[src/ubs_pkg.sv]
// shared constants for the uart baud select and control block
package ubs_pkg;
    // register offsets
    localparam logic [7:0] SERIAL_CONTROL_OFS = 8'h98;
    localparam logic [7:0] BAUD_RELOAD_OFS = 8'h9a;
    localparam logic [7:0] BAUD_CONTROL_OFS = 8'h9b;
    localparam logic [7:0] TIMER2_CONTROL_OFS = 8'hc8;
    localparam logic [7:0] POWER_CONTROL_OFS = 8'h87;
    localparam logic [7:0] SBUF_OFS = 8'h99;
    localparam logic [7:0] IRQ_STATUS_OFS = 8'he0;
    localparam logic [7:0] IRQ_MASK_OFS = 8'he1;
    localparam logic [7:0] LINE_STATUS_OFS = 8'he2;
    // serial_control fields
    localparam int SC_BIT7 = 7;
    localparam int SC_MODE1 = 6;
    localparam int SC_MP = 5;
    localparam int SC_REN = 4;
    localparam int SC_TB8 = 3;
    localparam int SC_RB8 = 2;
    localparam int SC_TI = 1;
    localparam int SC_RI = 0;
    // baud_control fields
    localparam int BC_TXGEN = 3;
    localparam int BC_RXGEN = 2;
    localparam int BC_FAST = 1;
    localparam int BC_M0GEN = 0;
    // timer2_control fields
    localparam int T2_RXSEL = 5;
    localparam int T2_TXSEL = 4;
    // power_control fields
    localparam int PC_DOUBLE = 7;
    localparam int PC_FEACC = 6;
    // irq status bits
    localparam int IRQ_TX = 0;
    localparam int IRQ_RX = 1;
    localparam int IRQ_FE = 2;
    // reset values
    localparam logic [7:0] SERIAL_CONTROL_RST = 8'h00;
    localparam logic [7:0] REG_RST = 8'h00;
    // timing counts
    localparam logic [3:0] UART_OVERSAMPLE = 4'hf;
    localparam logic [3:0] BIT_SAMPLE_POINT = 4'h7;
    localparam logic [3:0] MODE0_DIV12 = 4'hb;
    localparam logic [3:0] MODE0_DIV6 = 4'h5;
    localparam logic [1:0] FIXED_DIV = 2'h1;
    localparam logic [2:0] SLOW_PRESCALE = 3'h5;
    typedef enum logic [1:0] {UBS_SHIFT, UBS_UART8, UBS_UART9F, UBS_UART9V} ubs_mode_e;
endpackage : ubs_pkg

[src/ubs_baud_gen.sv]
// internal reload baud generator with optional divide by 6
`timescale 1ns/1ps
module ubs_baud_gen
    import ubs_pkg::*;
(
    input wire logic mclk_i,
    input wire logic rst_b_i,
    input wire logic [7:0] reload_i,
    input wire logic fast_i,
    output logic tick_o
);
    typedef struct packed {
        logic [2:0] pre;
        logic [7:0] cnt;
        logic tick;
    } ubs_bg_s;
    ubs_bg_s st_r, st_nxt;

    always_comb begin
        logic step;
        step = 1'b0;
        st_nxt = st_r;
        st_nxt.tick = 1'b0;
        if (fast_i) begin
            step = 1'b1;
            st_nxt.pre = 3'h0;
        end else if (st_r.pre == SLOW_PRESCALE) begin
            step = 1'b1;
            st_nxt.pre = 3'h0;
        end else begin
            st_nxt.pre = st_r.pre + 3'h1;
        end
        if (step) begin
            if (st_r.cnt == 8'hff) begin
                st_nxt.cnt = reload_i;
                st_nxt.tick = 1'b1;
            end else begin
                st_nxt.cnt = st_r.cnt + 8'h01;
            end
        end
    end

    always_ff @(posedge mclk_i or negedge rst_b_i) begin
        if (!rst_b_i) begin
            st_r <= '0;
        end else begin
            st_r <= st_nxt;
        end
    end

    assign tick_o = st_r.tick;
endmodule : ubs_baud_gen

[src/ubs_sync.sv]
// two flip-flop synchroniser for one level
`timescale 1ns/1ps
module ubs_sync
    import ubs_pkg::*;
(
    input wire logic mclk_i,
    input wire logic rst_b_i,
    input wire logic d_i,
    output logic q_o
);
    typedef struct packed {
        logic s1;
        logic s2;
    } ubs_sy_s;
    ubs_sy_s st_r, st_nxt;

    always_comb begin
        st_nxt.s1 = d_i;
        st_nxt.s2 = st_r.s1;
    end

    always_ff @(posedge mclk_i or negedge rst_b_i) begin
        if (!rst_b_i) begin
            st_r <= 2'b11;
        end else begin
            st_r <= st_nxt;
        end
    end

    assign q_o = st_r.s2;
endmodule : ubs_sync

[src/ubs_top.sv]
// uart baud select, serial control register and serial engine
//
// Design decision made here: the strobed register port.
`timescale 1ns/1ps
module ubs_top
    import ubs_pkg::*;
(
    input wire logic mclk_i,
    input wire logic rst_b_i,
    input wire logic [7:0] addr_i,
    input wire logic [7:0] wdata_i,
    input wire logic wr_i,
    input wire logic rd_i,
    output logic [7:0] rdata_o,
    input wire logic t1_ovf_i,
    input wire logic t2_ovf_i,
    input wire logic double_speed_cpu_mode_i,
    input wire logic rxd_i,
    output logic rxd_o,
    output logic rxd_oe_o,
    output logic txd_o,
    output logic irq_o
);
    typedef struct packed {
        logic fe;
        logic sm0;
        logic [7:0] serial_control;
        logic [7:0] reload;
        logic [7:0] bdr;
        logic [7:0] t2c;
        logic [7:0] power_control;
        logic [7:0] txbuf;
        logic [7:0] rxbuf;
        logic [2:0] ists;
        logic [2:0] imask;
        logic [7:0] rdata;
        // transmitter
        logic tbusy;
        logic [3:0] tbit;
        logic [3:0] tsub;
        logic t1half;
        logic [9:0] tsh;
        logic txd;
        logic clk0;
        // receiver, then shift and fixed-rate prescalers, irq and drive enable
        logic rbusy;
        logic [3:0] rbit;
        logic [3:0] rsub;
        logic r1half;
        logic [8:0] rsh;
        logic rprev;
        logic [3:0] pre0;
        logic [1:0] fdiv;
        logic irq;
        logic oe;
    } ubs_st_s;
    ubs_st_s st_r, st_nxt;

    logic gen_tick;
    logic rxd_s;

    ubs_baud_gen u_gen (
        .mclk_i(mclk_i),
        .rst_b_i(rst_b_i),
        .reload_i(st_r.reload),
        .fast_i(st_r.bdr[BC_FAST]),
        .tick_o(gen_tick)
    );

    ubs_sync u_rx_sync (
        .mclk_i(mclk_i),
        .rst_b_i(rst_b_i),
        .d_i(rxd_i),
        .q_o(rxd_s)
    );

    always_comb begin
        ubs_mode_e mode;
        logic tx_src, rx_src, tx_tick, rx_tick, m0_tick, fix_tick;
        logic set_ti, set_ri, set_fe, rb8_ld, rb8_val, done;
        logic [3:0] m0_div;
        logic [7:0] sc_rd;
        st_nxt = st_r;
        mode = UBS_SHIFT;
        tx_src = 1'b0;
        rx_src = 1'b0;
        tx_tick = 1'b0;
        rx_tick = 1'b0;
        m0_tick = 1'b0;
        fix_tick = 1'b0;
        m0_div = 4'h0;
        sc_rd = 8'h00;
        set_ti = 1'b0;
        set_ri = 1'b0;
        set_fe = 1'b0;
        rb8_ld = 1'b0;
        rb8_val = 1'b0;
        done = 1'b0;
        mode = ubs_mode_e'({st_r.sm0, st_r.serial_control[SC_MODE1]});
        // source selection for modes 1 and 3
        if (st_r.bdr[BC_TXGEN]) tx_src = gen_tick;
        else if (st_r.t2c[T2_TXSEL]) tx_src = t2_ovf_i;
        else tx_src = t1_ovf_i;
        if (st_r.bdr[BC_RXGEN]) rx_src = gen_tick;
        else if (st_r.t2c[T2_RXSEL]) rx_src = t2_ovf_i;
        else rx_src = t1_ovf_i;
        // shift mode: fixed clock/12 (clock/6 in double speed) or generator
        m0_div = double_speed_cpu_mode_i ? MODE0_DIV6 : MODE0_DIV12;
        if (st_r.pre0 == m0_div) st_nxt.pre0 = 4'h0;
        else st_nxt.pre0 = st_r.pre0 + 4'h1;
        // two ticks per period, one for each half of the shift clock
        m0_tick = st_r.bdr[BC_M0GEN] ? gen_tick : (st_r.pre0 == m0_div || st_r.pre0 == (m0_div >> 1));
        // mode 2 fixed rate: clock/32 or /64 via 16x oversample
        st_nxt.fdiv = st_r.fdiv + 2'h1;
        fix_tick = st_r.power_control[PC_DOUBLE] ? (st_r.fdiv[0] == FIXED_DIV[0]) : (st_r.fdiv == FIXED_DIV);
        // halving of timer rate when not doubled
        tx_tick = 1'b0;
        rx_tick = 1'b0;
        unique case (mode)
            UBS_SHIFT: begin
                tx_tick = m0_tick;
                rx_tick = m0_tick;
            end
            UBS_UART9F: begin
                tx_tick = fix_tick;
                rx_tick = fix_tick;
            end
            UBS_UART8, UBS_UART9V: begin
                tx_tick = tx_src && (st_r.power_control[PC_DOUBLE] || st_r.t1half);
                rx_tick = rx_src && (st_r.power_control[PC_DOUBLE] || st_r.r1half);
                if (tx_src) st_nxt.t1half = ~st_r.t1half;
                if (rx_src) st_nxt.r1half = ~st_r.r1half;
            end
        endcase
        // transmitter
        if (st_r.tbusy && tx_tick) begin
            if (mode == UBS_SHIFT) begin
                // shift clock on txd: low half, then rising edge where data is taken
                st_nxt.clk0 = ~st_r.clk0;
                st_nxt.txd = st_r.clk0;
                if (st_r.clk0) begin
                    st_nxt.tbit = st_r.tbit + 4'h1;
                    if (st_r.tbit == 4'h7) begin
                        st_nxt.tbusy = 1'b0;
                        set_ti = 1'b1;
                    end
                end else if (st_r.tbit != 4'h0) begin
                    // next data bit moves out while the clock is low
                    st_nxt.tsh = {1'b1, st_r.tsh[9:1]};
                end
            end else begin
                st_nxt.tsub = st_r.tsub + 4'h1;
                if (st_r.tsub == UART_OVERSAMPLE) begin
                    st_nxt.tbit = st_r.tbit + 4'h1;
                    st_nxt.tsh = {1'b1, st_r.tsh[9:1]};
                    st_nxt.txd = st_r.tsh[0];
                    if ((mode == UBS_UART8 && st_r.tbit == 4'h9) || st_r.tbit == 4'ha) begin
                        set_ti = 1'b1;
                        st_nxt.txd = 1'b1;
                    end
                    if ((mode == UBS_UART8 && st_r.tbit == 4'ha) || st_r.tbit == 4'hb) begin
                        st_nxt.tbusy = 1'b0;
                    end
                end
            end
        end
        // receiver, shift mode drives the clock on txd and samples the data pin
        if (!st_r.serial_control[SC_REN]) begin
            st_nxt.rbusy = 1'b0;
        end else if (mode == UBS_SHIFT) begin
            if (!st_r.rbusy && !st_r.tbusy && !st_r.serial_control[SC_RI]) begin
                st_nxt.rbusy = 1'b1;
                st_nxt.rbit = 4'h0;
                st_nxt.clk0 = 1'b0;
            end else if (st_r.rbusy && rx_tick) begin
                st_nxt.clk0 = ~st_r.clk0;
                st_nxt.txd = st_r.clk0;
                if (st_r.clk0) begin
                    st_nxt.rsh = {1'b0, rxd_s, st_r.rsh[7:1]};
                    st_nxt.rbit = st_r.rbit + 4'h1;
                    if (st_r.rbit == 4'h7) begin
                        st_nxt.rbusy = 1'b0;
                        st_nxt.rxbuf = {rxd_s, st_r.rsh[7:1]};
                        set_ri = 1'b1;
                    end
                end
            end
        end else if (!st_r.rbusy) begin
            if (st_r.rprev && !rxd_s) begin
                st_nxt.rbusy = 1'b1;
                st_nxt.rbit = 4'h0;
                st_nxt.rsub = 4'h0;
            end
        end else if (rx_tick) begin
            st_nxt.rsub = st_r.rsub + 4'h1;
            if (st_r.rsub == BIT_SAMPLE_POINT) begin
                st_nxt.rbit = st_r.rbit + 4'h1;
                if (st_r.rbit == 4'h0 && rxd_s) st_nxt.rbusy = 1'b0;
                else if (st_r.rbit != 4'h0) st_nxt.rsh = {rxd_s, st_r.rsh[8:1]};
                // last data bit (mode 1: 8, modes 2/3: 9)
                if (!st_r.power_control[PC_FEACC] && st_r.rbit == (mode == UBS_UART8 ? 4'h8 : 4'h9)) begin
                    done = 1'b1;
                    rb8_val = (mode == UBS_UART8) ? 1'b1 : rxd_s;
                end
                // stop bit
                if (st_r.rbit == (mode == UBS_UART8 ? 4'h9 : 4'ha)) begin
                    st_nxt.rbusy = 1'b0;
                    if (!rxd_s && st_r.power_control[PC_FEACC]) set_fe = 1'b1;
                    if (st_r.power_control[PC_FEACC]) begin
                        done = 1'b1;
                        rb8_val = (mode == UBS_UART8) ? rxd_s : st_r.rsh[8];
                    end
                end
            end
        end
        if (done) begin
            // last data bit is still on the line when done comes without error check
            if (mode == UBS_UART8 && !st_r.power_control[PC_FEACC]) st_nxt.rxbuf = {rxd_s, st_r.rsh[8:2]};
            else if (mode != UBS_UART8 && st_r.power_control[PC_FEACC]) st_nxt.rxbuf = st_r.rsh[7:0];
            else st_nxt.rxbuf = st_r.rsh[8:1];
            if (!(st_r.serial_control[SC_MP] && !rb8_val)) begin
                set_ri = 1'b1;
                rb8_ld = (mode != UBS_UART8) || !st_r.serial_control[SC_MP] || 1'b1;
            end
        end
        st_nxt.rprev = rxd_s;
        // register writes
        if (wr_i) begin
            unique case (addr_i)
                SERIAL_CONTROL_OFS: begin
                    st_nxt.serial_control = wdata_i;
                    if (st_r.power_control[PC_FEACC]) st_nxt.fe = wdata_i[SC_BIT7];
                    else st_nxt.sm0 = wdata_i[SC_BIT7];
                end
                BAUD_RELOAD_OFS: st_nxt.reload = wdata_i;
                BAUD_CONTROL_OFS: st_nxt.bdr = {4'h0, wdata_i[3:0]};
                TIMER2_CONTROL_OFS: st_nxt.t2c = wdata_i;
                POWER_CONTROL_OFS: st_nxt.power_control = wdata_i;
                SBUF_OFS: begin
                    if (!st_r.tbusy) begin
                        st_nxt.tbusy = 1'b1;
                        st_nxt.tbit = 4'h0;
                        st_nxt.tsub = 4'h0;
                        st_nxt.clk0 = 1'b0;
                        if (mode == UBS_SHIFT) begin
                            st_nxt.tsh = {2'b11, wdata_i};
                        end else if (mode == UBS_UART8) begin
                            st_nxt.tsh = {1'b1, wdata_i, 1'b0};
                        end else begin
                            st_nxt.tsh = {st_r.serial_control[SC_TB8], wdata_i, 1'b0};
                        end
                    end
                end
                IRQ_STATUS_OFS: st_nxt.ists = st_r.ists & ~wdata_i[2:0];
                IRQ_MASK_OFS: st_nxt.imask = wdata_i[2:0];
                default: begin
                end
            endcase
        end
        // hardware sets win over software clears
        if (set_ti) st_nxt.serial_control[SC_TI] = 1'b1;
        if (set_ri) st_nxt.serial_control[SC_RI] = 1'b1;
        if (rb8_ld) st_nxt.serial_control[SC_RB8] = rb8_val;
        if (set_fe) st_nxt.fe = 1'b1;
        st_nxt.ists = st_nxt.ists | {set_fe, set_ri, set_ti};
        st_nxt.irq = |(st_nxt.ists & st_nxt.imask);
        st_nxt.oe = st_nxt.tbusy && ({st_nxt.sm0, st_nxt.serial_control[SC_MODE1]} == 2'b00);
        // read data one cycle later
        sc_rd = {st_r.power_control[PC_FEACC] ? st_r.fe : st_r.sm0, st_r.serial_control[6:0]};
        st_nxt.rdata = 8'h00;
        if (rd_i) begin
            unique case (addr_i)
                SERIAL_CONTROL_OFS: st_nxt.rdata = sc_rd;
                BAUD_RELOAD_OFS: st_nxt.rdata = st_r.reload;
                BAUD_CONTROL_OFS: st_nxt.rdata = st_r.bdr;
                TIMER2_CONTROL_OFS: st_nxt.rdata = st_r.t2c;
                POWER_CONTROL_OFS: st_nxt.rdata = st_r.power_control;
                SBUF_OFS: st_nxt.rdata = st_r.rxbuf;
                IRQ_STATUS_OFS: st_nxt.rdata = {5'h00, st_r.ists};
                IRQ_MASK_OFS: st_nxt.rdata = {5'h00, st_r.imask};
                LINE_STATUS_OFS: st_nxt.rdata = {6'h00, st_r.rbusy, st_r.tbusy};
                default: st_nxt.rdata = 8'h00;
            endcase
        end
    end

    always_ff @(posedge mclk_i or negedge rst_b_i) begin
        if (!rst_b_i) begin
            st_r <= '0;
            st_r.txd <= 1'b1;
            st_r.rprev <= 1'b1;
            st_r.tsh <= 10'h3ff;
        end else begin
            st_r <= st_nxt;
        end
    end

    assign rdata_o = st_r.rdata;
    assign txd_o = st_r.txd;
    assign irq_o = st_r.irq;
    assign rxd_o = st_r.tsh[0];
    assign rxd_oe_o = st_r.oe;
endmodule : ubs_top

[config.mk]
export PLATFORM = sky130hd
export DESIGN_NAME = ubs_top
export DESIGN_NICKNAME = d
export VERILOG_FILES = /design/src/ubs_pkg.sv /design/src/ubs_baud_gen.sv /design/src/ubs_sync.sv /design/src/ubs_top.sv
export SDC_FILE = /design/constraint.sdc
export NUM_CORES = 1
export LEC_CHECK = 0
export ABC_AREA = 1
export BUFFER_PORTS_ARGS = -buffer_cell sky130_fd_sc_hd__buf_2
export CAP_MARGIN = 30
export CORE_MARGIN = 1
export CORE_UTILIZATION = 45
export CTS_BUF_LIST = sky130_fd_sc_hd__clkbuf_4 sky130_fd_sc_hd__clkbuf_8
export CTS_CLUSTER_SIZE = 14
export DETAILED_ROUTE_END_ITERATION = 7
export GPL_TIMING_DRIVEN = 0
export SYNTH_ARGS = -nofsm -noshare
export SYNTH_HDL_FRONTEND = slang
export SYNTH_SLANG_ARGS = --single-unit
[constraint.sdc]
create_clock -name mclk_i -period 2.95 [get_ports mclk_i]
set_clock_uncertainty 0.05 [all_clocks]
set_input_delay 0.4425 -clock mclk_i [delete_from_list [all_inputs] [get_ports mclk_i]]
set_output_delay 0.4425 -clock mclk_i [all_outputs]
set_load 0.05 [all_outputs]
## After elaboration in Yosys (flattened, before gate mapping)

Cells that the tools add are included.

| word-level totals | value |
|---|---|
| bits in latches | 0 |
| ROM bits | 0 |
| output and inout bits | 12 |
| memories kept | 0 |
| memory bits (writable) | 0 |
| register bits after elaboration | 124 |

| cells by class | value |
|---|---|
| multiplexer cells | 136 |
| eq/ne operators | 40 |
| bitwise gates (word level) | 8 |
| shift operators | 0 |
| multiply operators | 0 |
| $add $sub $neg | 8 |
| $lt $le $gt $ge | 0 |
| divide/modulo/power cells | 0 |
| reductions and logical operators | 70 |

Operators with widths:

| cell | count |
|---|---|
| 2-to-1 mux 9 bit | 16 |
| 2-to-1 mux 8 bit | 14 |
| equality test 8 bit (second input constant) | 10 |
| 2-to-1 mux 10 bit | 8 |
| one-hot mux 8 bit (9 select lines) | 1 |
| 2-to-1 mux 1 bit | 71 |
| 2-to-1 mux 42 bit | 1 |
| nonzero test 2 bit | 19 |
| 2-to-1 mux 5 bit | 6 |
| 2-to-1 mux 11 bit | 2 |
| adder 4 x 1 -> 4 bit (second input constant) | 5 |
| AND reduction 2 bit | 10 |
| equality test 4 bit (second input constant) | 4 |
| logical AND 1 bit | 16 |
| 2-to-1 mux 4 bit | 4 |
| equality test 4 x 3 -> 1 bit (second input constant) | 3 |
| equality test 4 bit | 3 |
| 2-to-1 mux 12 bit | 1 |
| 2-to-1 mux 3 bit | 4 |
| 2-to-1 mux 6 bit | 2 |
| inequality test 4 bit (second input constant) | 3 |
| AND reduction 6 bit | 2 |
| AND reduction 9 bit | 1 |
| adder 8 x 1 -> 8 bit (second input constant) | 1 |
| 27 further kinds | 55 |

## Depth between registers and ports, before layout

| depth | value |
|---|---|
| word-level depth | 19 |
| mapped depth | 14 |
| mapped depth without buffers | 13 |

## By module

A second synthesis with hierarchy kept.

| unflattened totals | value |
|---|---|
| cells, all modules | 903 |
| area total of the unflattened synthesis | 6,956.7 um^2 |

Modules (own cells, without submodules):

| module | area each (um^2) | cells an instance | instances | seq. area each (um^2) |
|---|---|---|---|---|
| ubs_top | 6,164.7 | 798 | 1 | 2,742.6 |
| ubs_baud_gen | 739.5 | 103 | 1 | 300.3 |
| ubs_sync | 52.6 | 2 | 1 | 52.6 |

## Least setup slack after synthesis

OpenSTA, ideal clock, no wires.

| timing | value |
|---|---|
| path kind | reg-to-reg |
| from | register st_r[2] (netlist name) |
| to | register st_r[16] (netlist name) |
| cell stages (with the launch flop) | 11 |
| required time | 2.777 ns |
| slack | 1.144 ns |
| buffers on the path | 1 |
| arrival | 1.632 ns |
| cell sequence | dfrtp_1 -> ha_1 -> nor2_1 -> a21oi_1 -> o21ai_2 -> nand2_4 -> nand3_2 -> nand2_1 -> nand3_4 -> buf_6 -> o21ai_2 |

| between the ends | value |
|---|---|
| longest elaborated chain between the ends | 6 |

Ends and longest elaborated chain:

| what | RTL line | text |
|---|---|---|
| start, declared | ubs_top.sv:57 | `ubs_st_s st_r, st_nxt;` |
| start signal, assigned | ubs_top.sv:294 | `st_r <= st_nxt;` |
| equality test 2 x 1 -> 1 bit | ubs_top.sv:115 | `fix_tick = st_r.power_control[PC_DOUBLE] ? (st_r.fdiv[0] == FIXED_DIV[0]) : (st_r.fdiv == FIXED_DIV);` |
| 2-to-1 mux 1 bit * | ubs_top.sv:115 |  |
| one-hot mux 1 bit (3 select lines) * | ubs_top.sv:119 | `unique case (mode)` |
| logical AND 1 bit | ubs_top.sv:175 | `end else if (st_r.rbusy && rx_tick) begin` |
| inequality test 2 bit (no source line) | n/a |  |
| AND reduction 9 bit (no source line) * | n/a |  |

Mark *: on every way between the ends. The rest lies on a longest branch, timed or not.
A chain may end at the register's enable or synchronous reset.

## Final worst setup path

| timing | value |
|---|---|
| from | register st_r[6] (netlist name) |
| to | register st_r[64] (netlist name) |

| between the ends | value |
|---|---|
| longest elaborated chain between the ends | 10 |

Ends and longest elaborated chain:

| what | RTL line | text |
|---|---|---|
| equality test 4 bit or equality test 4 x 3 -> 1 bit (tied branches) | ubs_top.sv:112 | `m0_tick = st_r.bdr[BC_M0GEN] ? gen_tick : (st_r.pre0 == m0_div \|\| st_r.pre0 == (m0_div >> 1));` |
| logical OR 1 bit * | ubs_top.sv:112 |  |
| 2-to-1 mux 1 bit * | ubs_top.sv:112 |  |
| one-hot mux 1 bit (3 select lines) * | ubs_top.sv:119 |  |
| 2-to-1 mux 1 bit | ubs_top.sv:194 | `end else if (rx_tick) begin` |
| 2-to-1 mux 1 bit | ubs_top.sv:188 | `end else if (!st_r.rbusy) begin` |
| 2-to-1 mux 1 bit | ubs_top.sv:170 | `end else if (mode == UBS_SHIFT) begin` |
| 2-to-1 mux 1 bit | ubs_top.sv:168 | `if (!st_r.serial_control[SC_REN]) begin` |
| inequality test 2 x 1 -> 1 bit (no source line) or nonzero test 2 bit (tied branches) | n/a |  |
| AND reduction 6 bit (no source line) | n/a |  |

Marked as above.

==> results.ini <==
[power]
p_int_w=0.003196
leakagePower_nw=3.610
combPwrFrac_pct=18.4
power_density_mw_per_mm2=594.2
netSwitchingPower_w=0.001385
p_sw_share_pct=30.23
p_seq_share_pct=45.4
peakVddDrop_mv=0.2914
clkPwrFrac_pct=36.2

[critical_path]
crit_required_ns=3.23
worstSetupStartpointType=flop
cpMaxStageDelayCell=dfrtp_1
crit_top_cell=nand2_1
cp_cell_sequence=nand2_1 -> a21oi_1 -> nand3_1 -> nand2_1 -> nand2_1 -> nand2_2 -> buf_6 -> nand4_1 -> nor2_1 -> nor2_1 -> nand2_1 -> nand3_1
worstPathArrival_ns=2.48
slowest_delay_ns=0.44
worstSetupPathType=flop to flop
crit_path_end_kind=flop
path_buf_inv=1
crit_path_max_fanout=10
cp_top_family=simple AND/OR/NAND/NOR gates

[logic_synthesis]
yosysSeqAreaShare_pct=45.40
postSynthCellCount=861
synth_top_family_by_area=simple AND/OR/NAND/NOR gates
yosysWarnings=0
synth.net_count=896
ys_types=55
synth_top_area_share_pct=40.01
syn_avg_cell_area_um2=7.918
synth_adder_area_share_pct=2.019
synth_area_leaders=dfrtp_1 40%, nand2_1 11%, o21ai_0 6.3%, inv_1 5.5%, dfstp_2 5.4%
syn_area_mm2=0.006818
yosysTopAreaCell=dfrtp_1
synth_compound_area_share_pct=16.17
synth.mux.area_fraction_pct=0.1468
synth-xor-area-share_pct=1.542
ys_ff_latch=123
yosys.area_share.simple_pct=26.19

[layout]
drive_above_1_share_pct=16.77
antenna_cells=0
fin_nets=952
utilization_pct=52.64
synthToLayoutAreaGrowth_pct=13.07

[global_route]
grt_antenna_before_repair=0
grt_pass1_vias=5673
grt_pass1_wl_um=29140
grt_max_degree=92
grt_overflow_total=0
grtUsageTotal_pct=23.75

[sta]
maxSlewViolCount=0
max_freq_mhz=453.8
fin_hold_ws_ns=0.03792
period_share_pct=74.69
setup_viol=0
fin_crit_ns=2.203
relSlewSlack_pct=62.91
worst_slew_pin_slew_ns=0.5543
finalHoldViolCount=0
setup_ws_ns=0.7466
rsz0062_at_grt=false

[clock_tree]
clock_latency_ns=0.45
cts_resized=0
clk_pin_slew_ns=0.07
cts_tree=built
htreeDepth=4
clock_sinks=123
clock-root-buffer=clkbuf_8
cts_made_buffers=17
clock_path_buffers=2

[detailed_routing]
wl_per_cell_um=15.79
wl_um=17590
drt-pass1-iter-count=7
avgViaCountPerCell=5.408
vias=6024
drtIter0Drc=568
drc=0
postRouteAntennaNets=0

[die]
core_area_mm2=0.01464
start_util_pct=46.56
rows=44
die-area_mm2=0.01565
fp.dieW_um=125.1
top_level_ports=36
die_h_um=125.1

[placed_design]
place_ws_ns=0.6016
portBuffers=35
place.gp.congestion=0.8738
hpwl_um=13230

[run_status]
outcome=completed

[min_path]
hold_path_class=primary input to flop

[flow_run]
maxCapViolCount=0

==> synthesized netlist by cell type, drive strengths merged <==
library cell  instances
nand2               214
inv                 112
dfrtp               109
o21ai                98
nor2                 68
nand3                56
a21oi                48
nand4                20
nor3                 19
buf                  18
dfstp                14
a31oi                12
ha                   11
o22ai                 9
xor2                  9
clkbuf                7
a211oi                4
nand3b                4
o211ai                4
o31ai                 3
xnor2                 3
a21boi                2
nor3b                 2
or2                   2
a2111oi               1
a221oi                1
a22oi                 1
a41oi                 1
and2                  1
clkinv                1
mux2i                 1
nor4                  1
o21a                  1
o21bai                1
o221ai                1
o2bb2ai               1
o41ai                 1
==> kinds of logic after synthesis <==
logic type / count (synthesis)
AOI/OAI and AO/OA: 189
xor gates and xnor gates: 12
adders and majority gates: 11
buffers and inverters: 138
DFF: 123
muxes: 1
and+or+nand+nor: 387
==> final timing paths <==
kind	from	endpoint	slack, ns	depth (start not counted)
setup / recovery	st_r[6]$_DFF_PN0_	st_r[64]$_DFFE_PN0P_	0.75	12
hold / removal	rxd_i	u_rx_sync.st_nxt[0]$_DFF_PN1_	0.04	1
setup reg to reg	st_r[6]$_DFF_PN0_	st_r[64]$_DFFE_PN0P_	0.75	12
hold reg to reg	u_rx_sync.st_nxt[0]$_DFF_PN1_	u_rx_sync.q_o$_DFF_PN1_	0.31	0
max in group asynchronous	rst_b_i	rxd_o$_DFF_PN1_	1.67	3
min in group asynchronous	rst_b_i	st_r[10]$_DFFE_PN0P_	0.40	2
==> what timing repair did <==
| item | in CTS | in global routing |
|---|---|---|
| hold endpoints to repair | 28 | 0 |
| hold buffers | 1 | 0 |
| buffers inserted | 0 | 0 |
==> per-stage QoR <==
stage	setup TNS, ns	instances	power (W)	instance area [µm²]
after floorplan	0	861	0.002683	6818
after global placement	-22.33	1080	0.002898	7223
after detailed placement	0	1081	0.002953	7257
after CTS	0	1114	0.004606	7709
after global routing	0	1114	0.004840	7709
final	0	1114	0.004580	7709
==> registers in the layout (all words and copies together), names as in the netlist <==
signal            flops
st_r                 97
u_gen.st_r           11
rdata_o               8
irq_o                 1
rxd_o                 1
rxd_oe_o              1
txd_o                 1
u_gen.tick_o          1
u_rx_sync.q_o         1
u_rx_sync.st_nxt      1
==> worst register-to-register path, delay by kind of cell (launching register included) <==
kind / cells / cell delay, ns
buffers and inverters: 1 / 0.16
flip-flops: 1 / 0.44
AND/OR/NAND/NOR: 10 / 1.33
AO/OA/AOI/OAI: 1 / 0.13
==> cell type report <==
| type | instances | area [µm²] |
|---|---|---|
| flip-flops and latches | 123 | 3095 |
| plain buffers | 25 | 157.7 |
| repair buffers | 37 | 219.0 |
| inverters | 113 | 424.2 |
| clock buffers | 25 | 331.6 |
| clock inverters | 7 | 110.1 |
| fillers | 1411 | 6935 |
| well taps | 184 | 230.2 |
| multi-input cells | 600 | 3141 |
==> per-layer routing <==
layer	part of all wire (%)	global-route usage [%]	wire, µm	up-vias
met2	47	38.78	8317	164
met1	47	32.09	8290	2882
met3	4.4	5.049	777	18
met5	0	0	0	-
met4	1.2	6.241	206	0
li1	-	-	-	2960
==> placed cells by master, fill, tap and decap left out, types with 10 or more instances in the layout <==
| cell | netlist | layout |
|---|---|---|
| nor3_1 | 13 | 13 |
| nand3_1 | 51 | 51 |
| inv_1 | 99 | 99 |
| dfstp_2 | 14 | 14 |
| a31oi_1 | 12 | 12 |
| nand4_1 | 18 | 18 |
| clkbuf_8 | 0 | 23 |
| a21oi_1 | 44 | 44 |
| inv_2 | 13 | 13 |
| ha_1 | 11 | 11 |
| nor2_1 | 62 | 62 |
| dfrtp_1 | 109 | 109 |
| nand2_1 | 206 | 206 |
| o21ai_0 | 86 | 86 |
| o21ai_2 | 10 | 10 |
| buf_2 | 6 | 40 |
==> power groups by stage <==
stage                     registers [W]  clock network [W]  logic (W)
after floorplan                 0.00207                  0   0.000610
after global placement          0.00210                  0   0.000800
after detailed placement        0.00211                  0   0.000844
after CTS                       0.00208            0.00168   0.000848
after global routing            0.00211            0.00177   0.000965
final                           0.00208            0.00166   0.000841
(Power assumes the default switching activity.)
